File: config.mk
export PLATFORM = sky130hd
export DESIGN_NAME = mro_device_flat
export DESIGN_NICKNAME = d
export VERILOG_FILES = /design/src/common/mro_pkg.sv /design/src/common/mro_if.sv /design/src/rtl/mro_device.sv /design/src/flat_wrapper.sv
export SDC_FILE = /design/constraint.sdc
export NUM_CORES = 1
export LEC_CHECK = 0
export BUFFER_PORTS_ARGS = -buffer_cell sky130_fd_sc_hd__buf_2
export CELL_PAD_IN_SITES_DETAIL_PLACEMENT = 1
export CELL_PAD_IN_SITES_GLOBAL_PLACEMENT = 2
export CORE_AREA = 2 2 173 90
export CTS_BUF_LIST = sky130_fd_sc_hd__clkbuf_8
export DETAILED_ROUTE_END_ITERATION = 7
export DIE_AREA = 0 0 175 92
export MAX_ROUTING_LAYER = met4
export PLACE_DENSITY = 0.95
export SLEW_MARGIN = 5
export SYNTH_ARGS = -nofsm -noshare
export SYNTH_HDL_FRONTEND = slang
export SYNTH_SLANG_ARGS = --single-unit
File: constraint.sdc
create_clock -name clock -period 7.84 [get_ports clock]
set_input_delay 1.568 -clock clock [delete_from_list [all_inputs] [get_ports clock]]
set_output_delay 1.568 -clock clock [all_outputs]
set_load 0.02 [all_outputs]
File: src/common/mro_pkg.sv
// Shared constants for the second mode register block and its controller.
// Assumes both ends run on the one command clock at the rate below.
package mro_pkg;

	// ==========================================================
	// Clock and timing
	localparam int CLOCK_MHZ          = 25;
	localparam int LOOP_LOCK_CK       = 512;
	localparam int MODE_CMD_SPACING_CK = 4;
	localparam int MODE_UPDATE_CK     = 12;
	localparam int ACT_TO_COL_NS      = 15;
	localparam int ACT_TO_COL_CK      = (ACT_TO_COL_NS * CLOCK_MHZ + 999) / 1000;
	localparam int BURST_CK           = 4;
	localparam int MAX_LAT            = 32;
	localparam int LOOP_OFF_LATENCY   = 6;

	// ==========================================================
	// Register selection and fields
	localparam int MR_WIDTH           = 18;
	localparam logic [2:0] MR0_INDEX = 3'h0;
	localparam logic [2:0] MR1_INDEX = 3'h1;
	localparam int MR0_LOOP_RESET_BIT = 8;
	localparam int LOOP_OFF_BIT       = 0;
	localparam int DRIVE_LO_BIT       = 1;
	localparam int DRIVE_HI_BIT       = 5;
	localparam int TERM_B0_BIT        = 2;
	localparam int TERM_B1_BIT        = 6;
	localparam int TERM_B2_BIT        = 9;
	localparam int ADD_LO_BIT         = 3;
	localparam int ADD_HI_BIT         = 4;
	localparam int WRITE_LEVEL_BIT    = 7;
	localparam int STROBE_TERM_BIT    = 11;
	localparam int OUTPUT_OFF_BIT     = 12;
	localparam logic [17:0] RESERVED_MASK = 18'h26500;
	localparam logic [17:0] MR_RESET      = 18'h00000;

	// ==========================================================
	// Commands
	typedef enum logic [2:0] {
		CMD_NOP   = 3'b000,
		CMD_MODE  = 3'b001,
		CMD_ACT   = 3'b010,
		CMD_READ  = 3'b011,
		CMD_WRITE = 3'b100,
		CMD_PRE   = 3'b101,
		CMD_SRE   = 3'b110,
		CMD_SRX   = 3'b111
	} mro_cmd_e;

endpackage : mro_pkg

File: src/common/mro_if.sv
// Command and pin link between the memory controller and the device.
// Assumes both ends share one clock; output enables are high while driving.
interface mro_if;
	import mro_pkg::*;
	mro_cmd_e    cmd;
	logic [2:0]  bank;
	logic [17:0] addr;
	logic        cke;
	logic        die_termination_control;
	logic        dqOe;
	logic        dqsOe;
	logic        termOn;
	logic        strobeTermOn;
	logic        maskActive;

	modport device (input cmd, bank, addr, cke, die_termination_control, output dqOe, dqsOe, termOn, strobeTermOn, maskActive);
	modport ctrl   (output cmd, bank, addr, cke, die_termination_control, input dqOe, dqsOe, termOn, strobeTermOn, maskActive);
endinterface : mro_if

File: src/rtl/mro_device.sv
// Device end: second mode register, loop control, termination and latency.
// Assumes the controller loads the register only when idle and spaced.
// What this block and its controller do
// Register holds until reload, reset or power-off
// Controller loads only idle, then waits spacing
// Controller writes zero to reserved bits
// Write leveling limits termination unless outputs off
// Bit 0 enables or disables the loop
// Controller resets loop after enabling it
// Enabled loop off in self refresh, reset after
// Disabled loop stays off after self refresh
// Loop off: no termination, latencies six
// Bits 5 and 1 select drive impedance
// Bit 12 tri-states data and strobe outputs
// Strobe termination on x8 replaces data mask
// Strobe termination off: mask active, x8 only
// Bits 9, 6, 2 select nominal termination
// Controller keeps termination off during reads
// Dynamic write termination replaces nominal during writes
// Termination control level switches termination
// Bit 7 enters write leveling
// Bits 4, 3 select additive latency
// Controller may issue column early using additive
// Commands held additive latency; read latency sum
// Write latency is additive plus write latency
// Controller waits 512 cycles before reads
// Mode command routed by bank, fields together
module mro_device
	import mro_pkg::*;
#(
	parameter bit WIDE_X8 = 1'b1
) (
	input  wire logic        clock,
	input  wire logic        nrst,
	mro_if.device            link,
	input  wire logic [4:0]  readColLatency,
	input  wire logic [4:0]  writeColLatency,
	input  wire logic [2:0]  writeTermCode,
	output logic [17:0]      modeValue,
	output logic             loopEnabled,
	output logic             loopReset,
	output logic             loopLocked,
	output logic [1:0]       driveCode,
	output logic [2:0]       termCode,
	output logic             termFromWrite,
	output logic             writeLeveling,
	output logic             outputsOff,
	output logic [4:0]       addLatency,
	output logic [4:0]       totalReadLatency,
	output logic [4:0]       totalWriteLatency,
	output logic             internalRead,
	output logic             internalWrite,
	output logic             selfRefresh
);

	// ==========================================================
	// Helpers
	function automatic logic tapAt(input logic [MAX_LAT-1:0] pipe, input logic now, input logic [4:0] n);
		tapAt = (n == 5'h00) ? now : pipe[n - 5'h01];
	endfunction : tapAt

	function automatic logic [4:0] addOf(input logic [1:0] code, input logic [4:0] cl);
		unique case (code)
			2'b01:   addOf = cl - 5'h01;
			2'b10:   addOf = cl - 5'h02;
			default: addOf = 5'h00;
		endcase
	endfunction : addOf

	// Write-usable nominal values are the three strongest codes
	function automatic logic writeUsable(input logic [2:0] code);
		writeUsable = (code == 3'b001) || (code == 3'b010) || (code == 3'b011);
	endfunction : writeUsable

	// ==========================================================
	// Decode
	logic modeCmd, readCmd, writeCmd, sreCmd, srxCmd;
	logic [2:0] nomCode;
	logic       strobeTerm;
	logic [4:0] next_add, next_rl, next_wl;

	assign modeCmd  = link.cmd == CMD_MODE;
	assign readCmd  = link.cmd == CMD_READ;
	assign writeCmd = link.cmd == CMD_WRITE;
	assign sreCmd   = link.cmd == CMD_SRE;
	assign srxCmd   = link.cmd == CMD_SRX;
	assign nomCode  = {modeValue[TERM_B2_BIT], modeValue[TERM_B1_BIT], modeValue[TERM_B0_BIT]};
	assign strobeTerm = WIDE_X8 && modeValue[STROBE_TERM_BIT];
	assign next_add = addOf({modeValue[ADD_HI_BIT], modeValue[ADD_LO_BIT]}, readColLatency);
	assign next_rl  = 5'(next_add + readColLatency);
	assign next_wl  = 5'(next_add + writeColLatency);

	// ==========================================================
	// Mode register
	always_ff @(posedge clock or negedge nrst) begin
		if (!nrst) begin
			modeValue <= MR_RESET;
		end else if (modeCmd && link.bank == MR1_INDEX) begin
			modeValue <= link.addr;
		end
	end

	always_ff @(posedge clock or negedge nrst) begin
		if (!nrst) begin
			driveCode     <= 2'h0;
			writeLeveling <= 1'b0;
			outputsOff    <= 1'b0;
			addLatency    <= 5'h00;
			totalReadLatency  <= 5'h00;
			totalWriteLatency <= 5'h00;
		end else begin
			driveCode     <= {modeValue[DRIVE_HI_BIT], modeValue[DRIVE_LO_BIT]};
			writeLeveling <= modeValue[WRITE_LEVEL_BIT];
			outputsOff    <= modeValue[OUTPUT_OFF_BIT];
			addLatency    <= next_add;
			totalReadLatency  <= next_rl;
			totalWriteLatency <= next_wl;
		end
	end

	// ==========================================================
	// Loop control and self refresh
	logic [9:0] lockCount;

	always_ff @(posedge clock or negedge nrst) begin
		if (!nrst) begin
			selfRefresh <= 1'b0;
		end else if (sreCmd) begin
			selfRefresh <= 1'b1;
		end else if (srxCmd) begin
			selfRefresh <= 1'b0;
		end
	end

	always_ff @(posedge clock or negedge nrst) begin
		if (!nrst) begin
			loopEnabled <= 1'b0;
			loopReset   <= 1'b0;
		end else begin
			loopReset <= 1'b0;
			if (modeCmd && link.bank == MR1_INDEX && !selfRefresh) begin
				loopEnabled <= !link.addr[LOOP_OFF_BIT];
			end else if (sreCmd) begin
				loopEnabled <= 1'b0;
			end else if (srxCmd) begin
				loopEnabled <= !modeValue[LOOP_OFF_BIT];
				loopReset   <= !modeValue[LOOP_OFF_BIT];
			end else if (modeCmd && link.bank == MR0_INDEX && link.addr[MR0_LOOP_RESET_BIT]) begin
				loopReset <= loopEnabled;
			end
		end
	end

	always_ff @(posedge clock or negedge nrst) begin
		if (!nrst) begin
			lockCount  <= 10'h000;
			loopLocked <= 1'b0;
		end else begin
			if (loopReset) begin
				lockCount <= 10'(LOOP_LOCK_CK);
			end else if (lockCount != 10'h000) begin
				lockCount <= lockCount - 10'h001;
			end
			loopLocked <= loopEnabled && !loopReset && lockCount == 10'h000;
		end
	end

	// ==========================================================
	// Posted commands and bursts
	logic [MAX_LAT-1:0] readPipe, writePipe;
	logic [2:0] readBurst, writeBurst;

	always_ff @(posedge clock or negedge nrst) begin
		if (!nrst) begin
			readPipe      <= '0;
			writePipe     <= '0;
			internalRead  <= 1'b0;
			internalWrite <= 1'b0;
		end else begin
			readPipe      <= {readPipe[MAX_LAT-2:0], readCmd};
			writePipe     <= {writePipe[MAX_LAT-2:0], writeCmd};
			internalRead  <= tapAt(readPipe, readCmd, next_add);
			internalWrite <= tapAt(writePipe, writeCmd, next_add);
		end
	end

	always_ff @(posedge clock or negedge nrst) begin
		if (!nrst) begin
			readBurst  <= 3'h0;
			writeBurst <= 3'h0;
		end else begin
			if (tapAt(readPipe, readCmd, next_rl)) begin
				readBurst <= 3'(BURST_CK);
			end else if (readBurst != 3'h0) begin
				readBurst <= readBurst - 3'h1;
			end
			if (tapAt(writePipe, writeCmd, next_wl)) begin
				writeBurst <= 3'(BURST_CK);
			end else if (writeBurst != 3'h0) begin
				writeBurst <= writeBurst - 3'h1;
			end
		end
	end

	// ==========================================================
	// Output drivers
	always_ff @(posedge clock or negedge nrst) begin
		if (!nrst) begin
			link.dqOe  <= 1'b0;
			link.dqsOe <= 1'b0;
		end else begin
			link.dqOe  <= tapAt(readPipe, readCmd, next_rl) && !modeValue[OUTPUT_OFF_BIT];
			link.dqsOe <= (tapAt(readPipe, readCmd, next_rl) || readBurst > 3'h1)
				&& !modeValue[OUTPUT_OFF_BIT];
		end
	end

	// ==========================================================
	// Termination
	logic nomAllowed, writeSubst;

	assign nomAllowed = nomCode != 3'b000 && (!modeValue[WRITE_LEVEL_BIT] || modeValue[OUTPUT_OFF_BIT]
		|| writeUsable(nomCode));
	// Dynamic write value is not used during write leveling
	assign writeSubst = writeBurst != 3'h0 && writeTermCode != 3'b000 && !modeValue[WRITE_LEVEL_BIT];

	always_ff @(posedge clock or negedge nrst) begin
		if (!nrst) begin
			link.termOn       <= 1'b0;
			link.strobeTermOn <= 1'b0;
			link.maskActive   <= 1'b1;
			termCode          <= 3'b000;
			termFromWrite     <= 1'b0;
		end else begin
			link.termOn       <= link.die_termination_control && !selfRefresh && (nomAllowed || writeSubst);
			link.strobeTermOn <= link.die_termination_control && !selfRefresh && (nomAllowed || writeSubst) && strobeTerm;
			link.maskActive   <= !strobeTerm;
			termCode          <= writeSubst ? writeTermCode : (nomAllowed ? nomCode : 3'b000);
			termFromWrite     <= writeSubst;
		end
	end

endmodule : mro_device

File: src/flat_wrapper.sv
// flat-port wrapper written by rule: the top's interface ports become plain ports
module mro_device_flat import mro_pkg::*;
#(
	parameter bit WIDE_X8 = 1'b1
)
  (clock, nrst, readColLatency, writeColLatency, writeTermCode, modeValue, loopEnabled, loopReset, loopLocked, driveCode, termCode, termFromWrite, writeLeveling, outputsOff, addLatency, totalReadLatency, totalWriteLatency, internalRead, internalWrite, selfRefresh, link_cmd, link_bank, link_addr, link_cke, link_die_termination_control, link_dqOe, link_dqsOe, link_termOn, link_strobeTermOn, link_maskActive);
  mro_if link_i ();
  input  wire logic clock;
  input  wire logic nrst;
  input  wire logic [4:0] readColLatency;
  input  wire logic [4:0] writeColLatency;
  input  wire logic [2:0] writeTermCode;
  output logic [17:0] modeValue;
  output logic loopEnabled;
  output logic loopReset;
  output logic loopLocked;
  output logic [1:0] driveCode;
  output logic [2:0] termCode;
  output logic termFromWrite;
  output logic writeLeveling;
  output logic outputsOff;
  output logic [4:0] addLatency;
  output logic [4:0] totalReadLatency;
  output logic [4:0] totalWriteLatency;
  output logic internalRead;
  output logic internalWrite;
  output logic selfRefresh;
  input wire logic [$bits(link_i.cmd)-1:0] link_cmd;
  input wire logic [$bits(link_i.bank)-1:0] link_bank;
  input wire logic [$bits(link_i.addr)-1:0] link_addr;
  input wire logic [$bits(link_i.cke)-1:0] link_cke;
  input wire logic [$bits(link_i.die_termination_control)-1:0] link_die_termination_control;
  output wire logic [$bits(link_i.dqOe)-1:0] link_dqOe;
  output wire logic [$bits(link_i.dqsOe)-1:0] link_dqsOe;
  output wire logic [$bits(link_i.termOn)-1:0] link_termOn;
  output wire logic [$bits(link_i.strobeTermOn)-1:0] link_strobeTermOn;
  output wire logic [$bits(link_i.maskActive)-1:0] link_maskActive;
  assign link_i.cmd = link_cmd;
  assign link_i.bank = link_bank;
  assign link_i.addr = link_addr;
  assign link_i.cke = link_cke;
  assign link_i.die_termination_control = link_die_termination_control;
  assign link_dqOe = link_i.dqOe;
  assign link_dqsOe = link_i.dqsOe;
  assign link_termOn = link_i.termOn;
  assign link_strobeTermOn = link_i.strobeTermOn;
  assign link_maskActive = link_i.maskActive;
  mro_device #(.WIDE_X8(WIDE_X8)) u_core (.clock(clock), .nrst(nrst), .link(link_i), .readColLatency(readColLatency), .writeColLatency(writeColLatency), .writeTermCode(writeTermCode), .modeValue(modeValue), .loopEnabled(loopEnabled), .loopReset(loopReset), .loopLocked(loopLocked), .driveCode(driveCode), .termCode(termCode), .termFromWrite(termFromWrite), .writeLeveling(writeLeveling), .outputsOff(outputsOff), .addLatency(addLatency), .totalReadLatency(totalReadLatency), .totalWriteLatency(totalWriteLatency), .internalRead(internalRead), .internalWrite(internalWrite), .selfRefresh(selfRefresh));
endmodule
==> flow_summary.yaml, run 1 <==
global_routing:
  top_usage_layer: "met1"
  grt_overflow: 0
  groute.usage.overall_pct: 21.7
  met2_usage_pct: 30.8
  grt_antenna_before_repair: 0
  use_met1_pct: 31.4
  grt_pass1_wl_mm: 25.8
  grt_pass1_vias: 4639
  met3_usage_pct: 4.23
  grt_max_degree: 94
sta:
  fin_crit_sh_pct: 69.3
  grt_setup_unrepaired: "no"
  fmaxAchievable_mhz: 184
  tns_ns: 0
  setup_ws_ns: 2.41
  drv_slew: 0
  slew_headroom_pct: 23.1
  finalSetupViolCount: 0
  fin_worst_skew_ns: 0.0164
  layout_min_cycle_time_ns: 5.43
  timing.final.hold_violations: 0
  tightestPinTransition_ns: 1.15
detailed_routing:
  drt_first_pass_iters: 4
  drt-total-wl_mm: 15.7
  ant_nets: 0
  drt_iter0_drc: 336
  vias: 4283
  drc: 0
  viasPerCell: 5.37
  routedWlPerCell_um: 19.7
placement:
  pre_cts_slack_ns: 2.00
  dp_hpwl_mm: 11.8
  gp_congestion: 0.818
  port_buffers: 91
cts:
  cts_resized: 0
  numCtsBuffers: 17
  cts_setup_buffers: 0
  root_buffer: "clkbuf_8"
  clkTransAtPathRegs_ns: 0.09
  cts_tree: "built"
  cts_buffer_depth: 2
  clock_latency_ns: 0.44
  htreeDepth: 4
  cts.sinks: 132
  cts_hold_buffers: 0
setup_path:
  worstSetupPathType: "in -> reg"
  path_delay_family: "adder cells"
  worstPathCellList: "buf_2, inv_1, ha_1, nand2b_1, a21oi_1, inv_1, fa_1, ha_1, mux2_2, o21ai_0, nand2_1, a21o_1, mux2i_1, a221o_1, a31oi_1"
  max_stage_delay_ns: 0.60
  worst-path-buf-inv: 3
  cp_slowest_cell: "ha_1"
  critPathArrivalTime_ns: 5.73
  rr_worst_depth: 12
  cp.required_ns: 8.14
  worst-path-stages: 15
  crit_path_start_kind: "input port"
  path_max_fanout: 9
  cp-end-kind: "register"
power_and_ir_drop:
  power_density_nw_per_um2: 315
  peakVddDrop_v: 0.000110
  p_leak_nw: 3.45
yosys:
  ys_top_cells_by_area: "dfrtp_1 52%, mux4_2 9.7%, mux2i_1 5.4%"
  syn_nets: 548
  synth_edf_count: 0
  syn_area_um2: 6300
  yosysWarnings: 0
  synthFlopType: "dfrtp_1"
  ys_async_sr_fraction_pct: 100
  synth_sequential_area_ratio_pct: 52.5
  synth_commonest_cells: "131 x dfrtp_1, 34 x mux2i_1, 30 x nand2_1, 27 x mux4_2, 26 x nor2_1"
  yosysMostFrequentCell: "dfrtp_1"
  avgSynthCellArea_um2: 13.0
  synth_area_leader_cell: "dfrtp_1"
  synth_seq_cells: 132
  yosysTopAreaCellShare_pct: 52.0
  netlist_instances: 485
  synth.distinct_cells: 62
die:
  fp.coreArea_um2: 14900
  fp.dieH_um: 92
  dieWidth_um: 175
  rows: 32
  die_area_um2: 16100
  ios: 93
  initial_core_util_pct: 42.4
layout:
  nets: 644
  antenna_cells: 0
  drive_gt1_share_pct: 32.0
  areaGrowthSynthToFinish_pct: 16.3
min_path:
  holdPathStages: 0
  holdCritPathClass: "reg -> reg"
outcome:
  outcome: "complete, no violations"
flow_run:
  maxCapViolCount: 0
## logic make-up after synthesis
family	synth area share, %
flops	52.5
simple gates	9.77
compound gates	7.29
xor+xnor	4.05
fa+ha+maj	4.61
mux	18.8
buf+inv	3.00
## per-stage QoR
| stage | total power [mW] | util, % | instances | instance area (µm²) | hold slack [ns] |
|---|---|---|---|---|---|
| global placement | 1.69 | 46.7 | 766 | 6940 | 0.374 |
| global route | 2.46 | 49.3 | 798 | 7330 | 0.403 |
| detailed placement | 1.74 | 46.7 | 766 | 6940 | 0.378 |
| finish | 2.31 | 49.3 | 798 | 7330 | 0.399 |
| floorplan | 1.49 | - | 485 | 6300 | 0.364 |
| CTS | 2.33 | 49.3 | 798 | 7330 | 0.396 |
## cell type report
class	count	area, µm²
Sequential cell	132	3300
Fill cell	1555	7530
Tap cell	204	255
Clock inverter	15	158
Timing Repair Buffer	92	465
Multi-Input combinational cell	311	2810
Inverter	27	106
Clock buffer	17	234
## per-layer routing
metal / vias up / share of wire, %
li1: 1951 / -
met1: 2228 / 51
met2: 91 / 45
met3: 13 / 3.4
met4: 0 / 0.99
met5: - / 0
## report_power, final
group          switching (mW)  internal (mW)
clock                   0.309          0.265
combinational           0.512          0.354
sequential             0.0727          0.793
total                   0.894           1.41
## flip-flops by register name, indices dropped and copies added (netlist names), 2 cells and up
register / flops
u_core.addLatency: 5
u_core.driveCode: 2
u_core.lockCount: 10
u_core.modeValue: 18
u_core.readBurst: 3
u_core.readPipe: 32
u_core.termCode: 3
u_core.totalReadLatency: 5
u_core.totalWriteLatency: 5
u_core.writeBurst: 3
u_core.writePipe: 32
## worst paths after layout
kind                                                   endpoint  slack [ns]                             from
worst max-delay path                u_core.link.dqsOe$_DFF_PN0_        2.41                readColLatency[1]
worst min-delay path              u_core.readPipe[31]$_DFF_PN0_        0.40    u_core.readPipe[30]$_DFF_PN0_
worst max register to register    u_core.internalRead$_DFF_PN0_        3.17  u_core.modeValue[4]$_DFFE_PN0P_
worst min register to register    u_core.readPipe[31]$_DFF_PN0_        0.40    u_core.readPipe[30]$_DFF_PN0_
max in group asynchronous         u_core.readPipe[17]$_DFF_PN0_        5.17                             nrst
min in group asynchronous       u_core.modeValue[3]$_DFFE_PN0P_        1.10                             nrst
## placed cells by master (no fill, tap or decap), types with 4 or more instances in the layout
cell type,Yosys,layout
xnor2_1,10,10
nor3_1,8,8
mux2i_1,34,34
nor3b_1,6,6
mux2_2,21,21
buf_2,3,90
xor2_1,6,6
clkbuf_8,0,17
ha_1,20,20
dfrtp_1,131,131
a21oi_1,20,20
nor2_1,26,26
a211oi_1,4,4
nand2b_1,9,9
inv_8,0,5
a21o_1,4,4
mux4_2,27,27
o21ai_1,4,4
o21ai_0,11,11
nor2b_1,8,8
nand3b_1,4,4
nand2_1,30,30
inv_1,23,23
inv_6,0,5
nand3_1,5,5
No activity file was read; power rests on OpenSTA's default activity.
==> run 2, diff against run 1 <==
--- a/config.mk
+++ b/config.mk
@@ -8,12 +8,12 @@
 export BUFFER_PORTS_ARGS = -buffer_cell sky130_fd_sc_hd__buf_2
 export CELL_PAD_IN_SITES_DETAIL_PLACEMENT = 1
 export CELL_PAD_IN_SITES_GLOBAL_PLACEMENT = 2
-export CORE_AREA = 2 2 173 90
+export CORE_AREA = 2 2 191 99
 export CTS_BUF_LIST = sky130_fd_sc_hd__clkbuf_8
 export DETAILED_ROUTE_END_ITERATION = 7
-export DIE_AREA = 0 0 175 92
+export DIE_AREA = 0 0 193 101
 export MAX_ROUTING_LAYER = met4
-export PLACE_DENSITY = 0.95
+export PLACE_DENSITY = 0.87
 export SLEW_MARGIN = 5
 export SYNTH_ARGS = -nofsm -noshare
 export SYNTH_HDL_FRONTEND = slang
==> constraint.sdc (replaced) <==
create_clock -name clock -period 4.6 [get_ports clock]
set_input_delay 0.92 -clock clock [delete_from_list [all_inputs] [get_ports clock]]
set_output_delay 0.92 -clock clock [all_outputs]
set_load 0.02 [all_outputs]
==> flow_summary.yaml, run 2 (same netlist as run 1, synthesis figures left out) <==
outcome:
  outcome: "complete, no violations"
detailed_routing:
  vias: 4364
  drt-total-wl_mm: 16.0
  drt_iter0_drc: 185
  routedWlPerCell_um: 18.8
  viasPerCell: 5.14
  ant_nets: 0
  drc: 0
  drt_first_pass_iters: 4
global_routing:
  grt_max_degree: 70
  grt_pass1_vias: 4780
  grt_antenna_before_repair: 0
  groute.usage.overall_pct: 17.9
  grt_overflow: 0
  grt_pass1_wl_mm: 25.7
layout:
  design_area_um2: 7520
  ff_latch_area_um2: 3300
  multiInputGateArea_um2: 2810
  fill_cells: 1927
  antenna_cells: 0
  layout_common_cells: "131 x dfrtp_1, 90 x buf_2, 34 x mux2i_1"
  drive_gt1_share_pct: 33.5
  nets: 660
  areaGrowthSynthToFinish_pct: 19.4
  layout_commonest_cell: "dfrtp_1"
  fin_util_pct: 41.9
  reg.largest.list: "u_core.readPipe (32), u_core.writePipe (32), u_core.modeValue (18)"
setup_path:
  cp_slowest_cell: "fa_1"
  rr_worst_depth: 14
  worstPathCellList: "buf_2, inv_1, ha_1, nand2b_1, a21oi_1, inv_1, fa_1, ha_1, mux2_2, o21ai_0, nand2_1, a21o_1, mux2i_1, a221oi_1, nor3_1"
  r2r-start: "u_core.modeValue[4]$_DFFE_PN0P_"
  worstSetupPathType: "in -> reg"
  critPathArrivalTime_ns: 4.74
  worst-r2r-setup-slack_ns: 0.30
  path_max_fanout: 6
  crit_path_start_kind: "input port"
  cp.required_ns: 4.95
  max_stage_delay_ns: 0.55
  cp-end-kind: "register"
  r2r-end: "u_core.readBurst[0]$_DFFE_PN0P_"
power_and_ir_drop:
  p_leak_nw: 3.54
  fin_total_pwr_mw: 4.01
  peakVddDrop_v: 0.000202
  power_density_nw_per_um2: 533
die:
  fp.dieH_um: 101
  initial_core_util_pct: 35.1
  dieWidth_um: 193
  fp.coreArea_um2: 18000
  rows: 35
  ios: 93
  die_area_um2: 19500
cts:
  cts_setup_buffers: 0
  cts_hold_buffers: 0
  cts_resized: 0
  cts_tree: "built"
  clkTransAtPathRegs_ns: 0.08
  cts_buffer_depth: 2
  cts.sinks: 132
  root_buffer: "clkbuf_8"
  numCtsBuffers: 17
  clock_latency_ns: 0.44
  htreeDepth: 4
sta:
  layout_min_cycle_time_ns: 4.39
  finalSetupViolCount: 0
  slew_headroom_pct: 23.5
  fmaxAchievable_mhz: 228
  fin_crit_sh_pct: 95.5
  whs_ns: 0.394
  fin_worst_skew_ns: 0.0120
  timing.final.hold_violations: 0
  grt_setup_unrepaired: "no"
  drv_slew: 0
  tightestPinTransition_ns: 1.15
  setup_ws_ns: 0.208
min_path:
  min_to: "u_core.readPipe[14]$_DFF_PN0_"
  holdPathStages: 0
  holdCritPathClass: "reg -> reg"
  hold_start: "u_core.readPipe[13]$_DFF_PN0_"
flow_run:
  maxCapViolCount: 0
placement:
  port_buffers: 91
  dp_hpwl_mm: 12.0
  placed_area_um2: 7130
  pre_cts_slack_ns: -0.0940
  gp_congestion: 0.845
==> run 2: cell type report <==
cell class              instances  area share (%)
multi-input cells             311            37.3
clock inverters                12            1.73
flip-flops and latches        132            44.0
clock buffers                  19            3.48
well taps                     240            3.99
inverters                      27            1.41
repair buffers                108            8.12
==> run 2: power by group <==
group | leakage (nW) | switching [mW] | total [mW] | internal [mW]
logic | 1.64 | 0.890 | 1.55 | 0.665
clock network | 0.192 | 0.469 | 0.976 | 0.507
registers | 1.71 | 0.122 | 1.47 | 1.35
==> run 2: metal layers <==
layer / global-route usage, % / part of all wire [%] / up-vias
met3: 3.59 / 3.8 / 15
met4: 5.36 / 1.0 / 0
met2: 25.6 / 43 / 92
met1: 25.7 / 52 / 2284
li1: - / - / 1973
met5: - / 0 / -
==> run 2: worst max-delay path by stage <==
stage                            startpoint                               to  slack (ns)  cells past startpoint
after global routing      readColLatency[1]  u_core.readBurst[0]$_DFFE_PN0P_        0.02                     14
after detailed placement  readColLatency[1]       u_core.link.dqOe$_DFF_PN0_       -0.09                     14
final                     readColLatency[1]  u_core.readBurst[0]$_DFFE_PN0P_        0.21                     15
after floorplan           readColLatency[0]      u_core.link.dqsOe$_DFF_PN0_        0.11                     16
after global placement    readColLatency[1]      u_core.link.dqsOe$_DFF_PN0_        0.04                     14
after CTS                 readColLatency[1]  u_core.readBurst[1]$_DFFE_PN0P_        0.37                     15
==> run 2: worst max-delay path, delay by kind of cell <==
family | cells | cell delay, ns
compound gates | 4 | 1.11
buf+inv | 3 | 0.33
mux | 2 | 0.58
fa+ha+maj | 3 | 1.29
simple gates | 3 | 0.50
==> run 2: stage by stage <==
step	instances	setup TNS, ns
floorplan	485	0
global placement	818	0
detailed placement	818	-0.396
CTS	849	0
global route	849	0
finish	849	0
==> run 3, diff against run 2 <==
--- a/config.mk
+++ b/config.mk
@@ -8,12 +8,12 @@
 export BUFFER_PORTS_ARGS = -buffer_cell sky130_fd_sc_hd__buf_2
 export CELL_PAD_IN_SITES_DETAIL_PLACEMENT = 1
 export CELL_PAD_IN_SITES_GLOBAL_PLACEMENT = 2
-export CORE_AREA = 2 2 191 99
+export CORE_AREA = 2 2 111 167
 export CTS_BUF_LIST = sky130_fd_sc_hd__clkbuf_8
 export DETAILED_ROUTE_END_ITERATION = 7
-export DIE_AREA = 0 0 193 101
+export DIE_AREA = 0 0 113 169
 export MAX_ROUTING_LAYER = met4
-export PLACE_DENSITY = 0.87
+export PLACE_DENSITY = 0.88
 export SLEW_MARGIN = 5
 export SYNTH_ARGS = -nofsm -noshare
 export SYNTH_HDL_FRONTEND = slang
==> flow_summary.yaml, run 3 (same netlist as run 1, synthesis figures left out) <==
outcome:
  outcome: "finished, violations left"
  violations: "design-rule violations"
die:
  fp.coreArea_um2: 17700
  dieWidth_um: 113
  fp.dieH_um: 169
  initial_core_util_pct: 35.6
  ios: 93
  die_area_um2: 19100
  rows: 60
min_path:
  holdCritPathClass: "reg -> reg"
  min_to: "u_core.writePipe[23]$_DFF_PN0_"
  holdPathStages: 0
  hold_start: "u_core.writePipe[22]$_DFF_PN0_"
detailed_routing:
  drc: 9
  drt-total-wl_mm: 15.4
  drt_iter0_drc: 264
  viasPerCell: 5.16
  ant_nets: 0
  vias: 4264
  routedWlPerCell_um: 18.6
  drt_first_pass_iters: 6
cts:
  cts.sinks: 132
  cts_tree: "built"
  clkTransAtPathRegs_ns: 0.08
  cts_buffer_depth: 2
  cts_resized: 0
  cts_setup_buffers: 0
  root_buffer: "clkbuf_8"
  cts_hold_buffers: 0
  htreeDepth: 4
  clock_latency_ns: 0.43
  numCtsBuffers: 17
flow_run:
  maxCapViolCount: 0
sta:
  layout_min_cycle_time_ns: 4.23
  grt_setup_unrepaired: "no"
  tightestPinTransition_ns: 0.837
  finalSetupViolCount: 0
  slew_headroom_pct: 44.0
  whs_ns: 0.400
  fin_crit_sh_pct: 91.9
  timing.final.hold_violations: 0
  fin_worst_skew_ns: 0.0100
  drv_slew: 0
  fmaxAchievable_mhz: 237
setup_path:
  crit_path_start_kind: "input port"
  worstSetupPathType: "in -> reg"
  cp-end-kind: "register"
  path_max_fanout: 9
  critPathLaunch: "readColLatency[0]"
  rr_worst_depth: 14
  worst-r2r-setup-slack_ns: 0.44
  r2r-start: "u_core.modeValue[3]$_DFFE_PN0P_"
  r2r-end: "u_core.writeBurst[2]$_DFFE_PN0P_"
  cp.required_ns: 4.91
  critPathArrivalTime_ns: 4.54
layout:
  layout_common_cells: "131 x dfrtp_1, 90 x buf_2, 34 x mux2i_1"
  multiInputGateArea_um2: 2810
  layout_commonest_cell: "dfrtp_1"
  nets: 658
  drive_gt1_share_pct: 33.1
  reg.largest.list: "u_core.readPipe (32), u_core.writePipe (32), u_core.modeValue (18)"
  ff_latch_area_um2: 3300
  areaGrowthSynthToFinish_pct: 19.8
  design_area_um2: 7550
  fill_cells: 1884
  fin_util_pct: 42.6
global_routing:
  grt_antenna_before_repair: 1
  grt_pass1_wl_mm: 25.4
  groute.usage.overall_pct: 17.5
  grt_overflow: 0
  grt_max_degree: 74
  grt_pass1_vias: 4847
power_and_ir_drop:
  p_leak_nw: 3.58
  power_density_nw_per_um2: 544
  peakVddDrop_v: 0.000153
placement:
  port_buffers: 91
  dp_hpwl_mm: 11.3
  gp_congestion: 0.789
  placed_area_um2: 7070
==> run 3: changes by cell type in the layout (fill, tap and decap cells not counted) <==
cell and change:
bufinv_16 +4, clkinvlp_4 -3, clkbuf_8 -2, clkinv_4 +2, inv_1 +2, buf_12 -1
buf_4 -1, clkinv_2 -1, diode_2 +1, inv_6 -1
==> run 3: per-layer routing <==
layer	wire, µm	track usage [%]	vias to the layer above
met3	589	3.69	35
li1	-	-	1966
met1	5670	18.3	2176
met5	0	-	-
met2	8630	31.3	87
met4	512	7.90	0
==> run 3: area by class of cell <==
cell class	count	share of cell area [%]
Antenna cell	1	0.0332
Clock buffer	17	3.10
Clock inverter	15	3.17
Inverter	27	1.41
Multi-Input combinational cell	311	37.2
Sequential cell	132	43.8
Tap cell	217	3.60
Timing Repair Buffer	106	7.73
==> run 3: critical path, cell delays in order <==
cell	delay, ns
buf_2	0.19
inv_1	0.07
ha_1	0.29
nand2b_1	0.15
a21oi_1	0.31
buf_4	0.21
fa_1	0.48
inv_1	0.10
ha_1	0.36
mux4_2	0.38
mux4_2	0.51
mux2i_1	0.17
mux2i_1	0.15
a211o_1	0.25
==> run 3: through the flow <==
step,instances,worst slack [ns],power [mW],setup TNS (ns)
floorplan,485,0.110,2.53,0
CTS,825,0.383,4.17,0
finish,826,0.372,4.11,0
global placement,793,0.104,2.90,0
detailed placement,793,-0.0140,2.97,-0.0238
global route,826,0.165,4.37,0
==> run 3: worst max path at each step <==
stage                                                   to  slack [ns]  depth (start not counted)
after floorplan                u_core.link.dqsOe$_DFF_PN0_        0.11                         16
after global placement         u_core.link.dqsOe$_DFF_PN0_        0.10                         15
after detailed placement   u_core.readBurst[2]$_DFFE_PN0P_       -0.01                         15
after CTS                 u_core.writeBurst[2]$_DFFE_PN0P_        0.38                         14
after global routing           u_core.link.dqsOe$_DFF_PN0_        0.16                         14
final                     u_core.writeBurst[2]$_DFFE_PN0P_        0.37                         14
==> run 3: report_power, final <==
| part | switching (mW) | total, mW | internal (mW) | leakage (nW) |
|---|---|---|---|---|
| Sequential | 0.117 | 1.47 | 1.35 | 1.71 |
| Combinational | 0.841 | 1.48 | 0.635 | 1.63 |
| Clock | 0.463 | 1.16 | 0.697 | 0.244 |
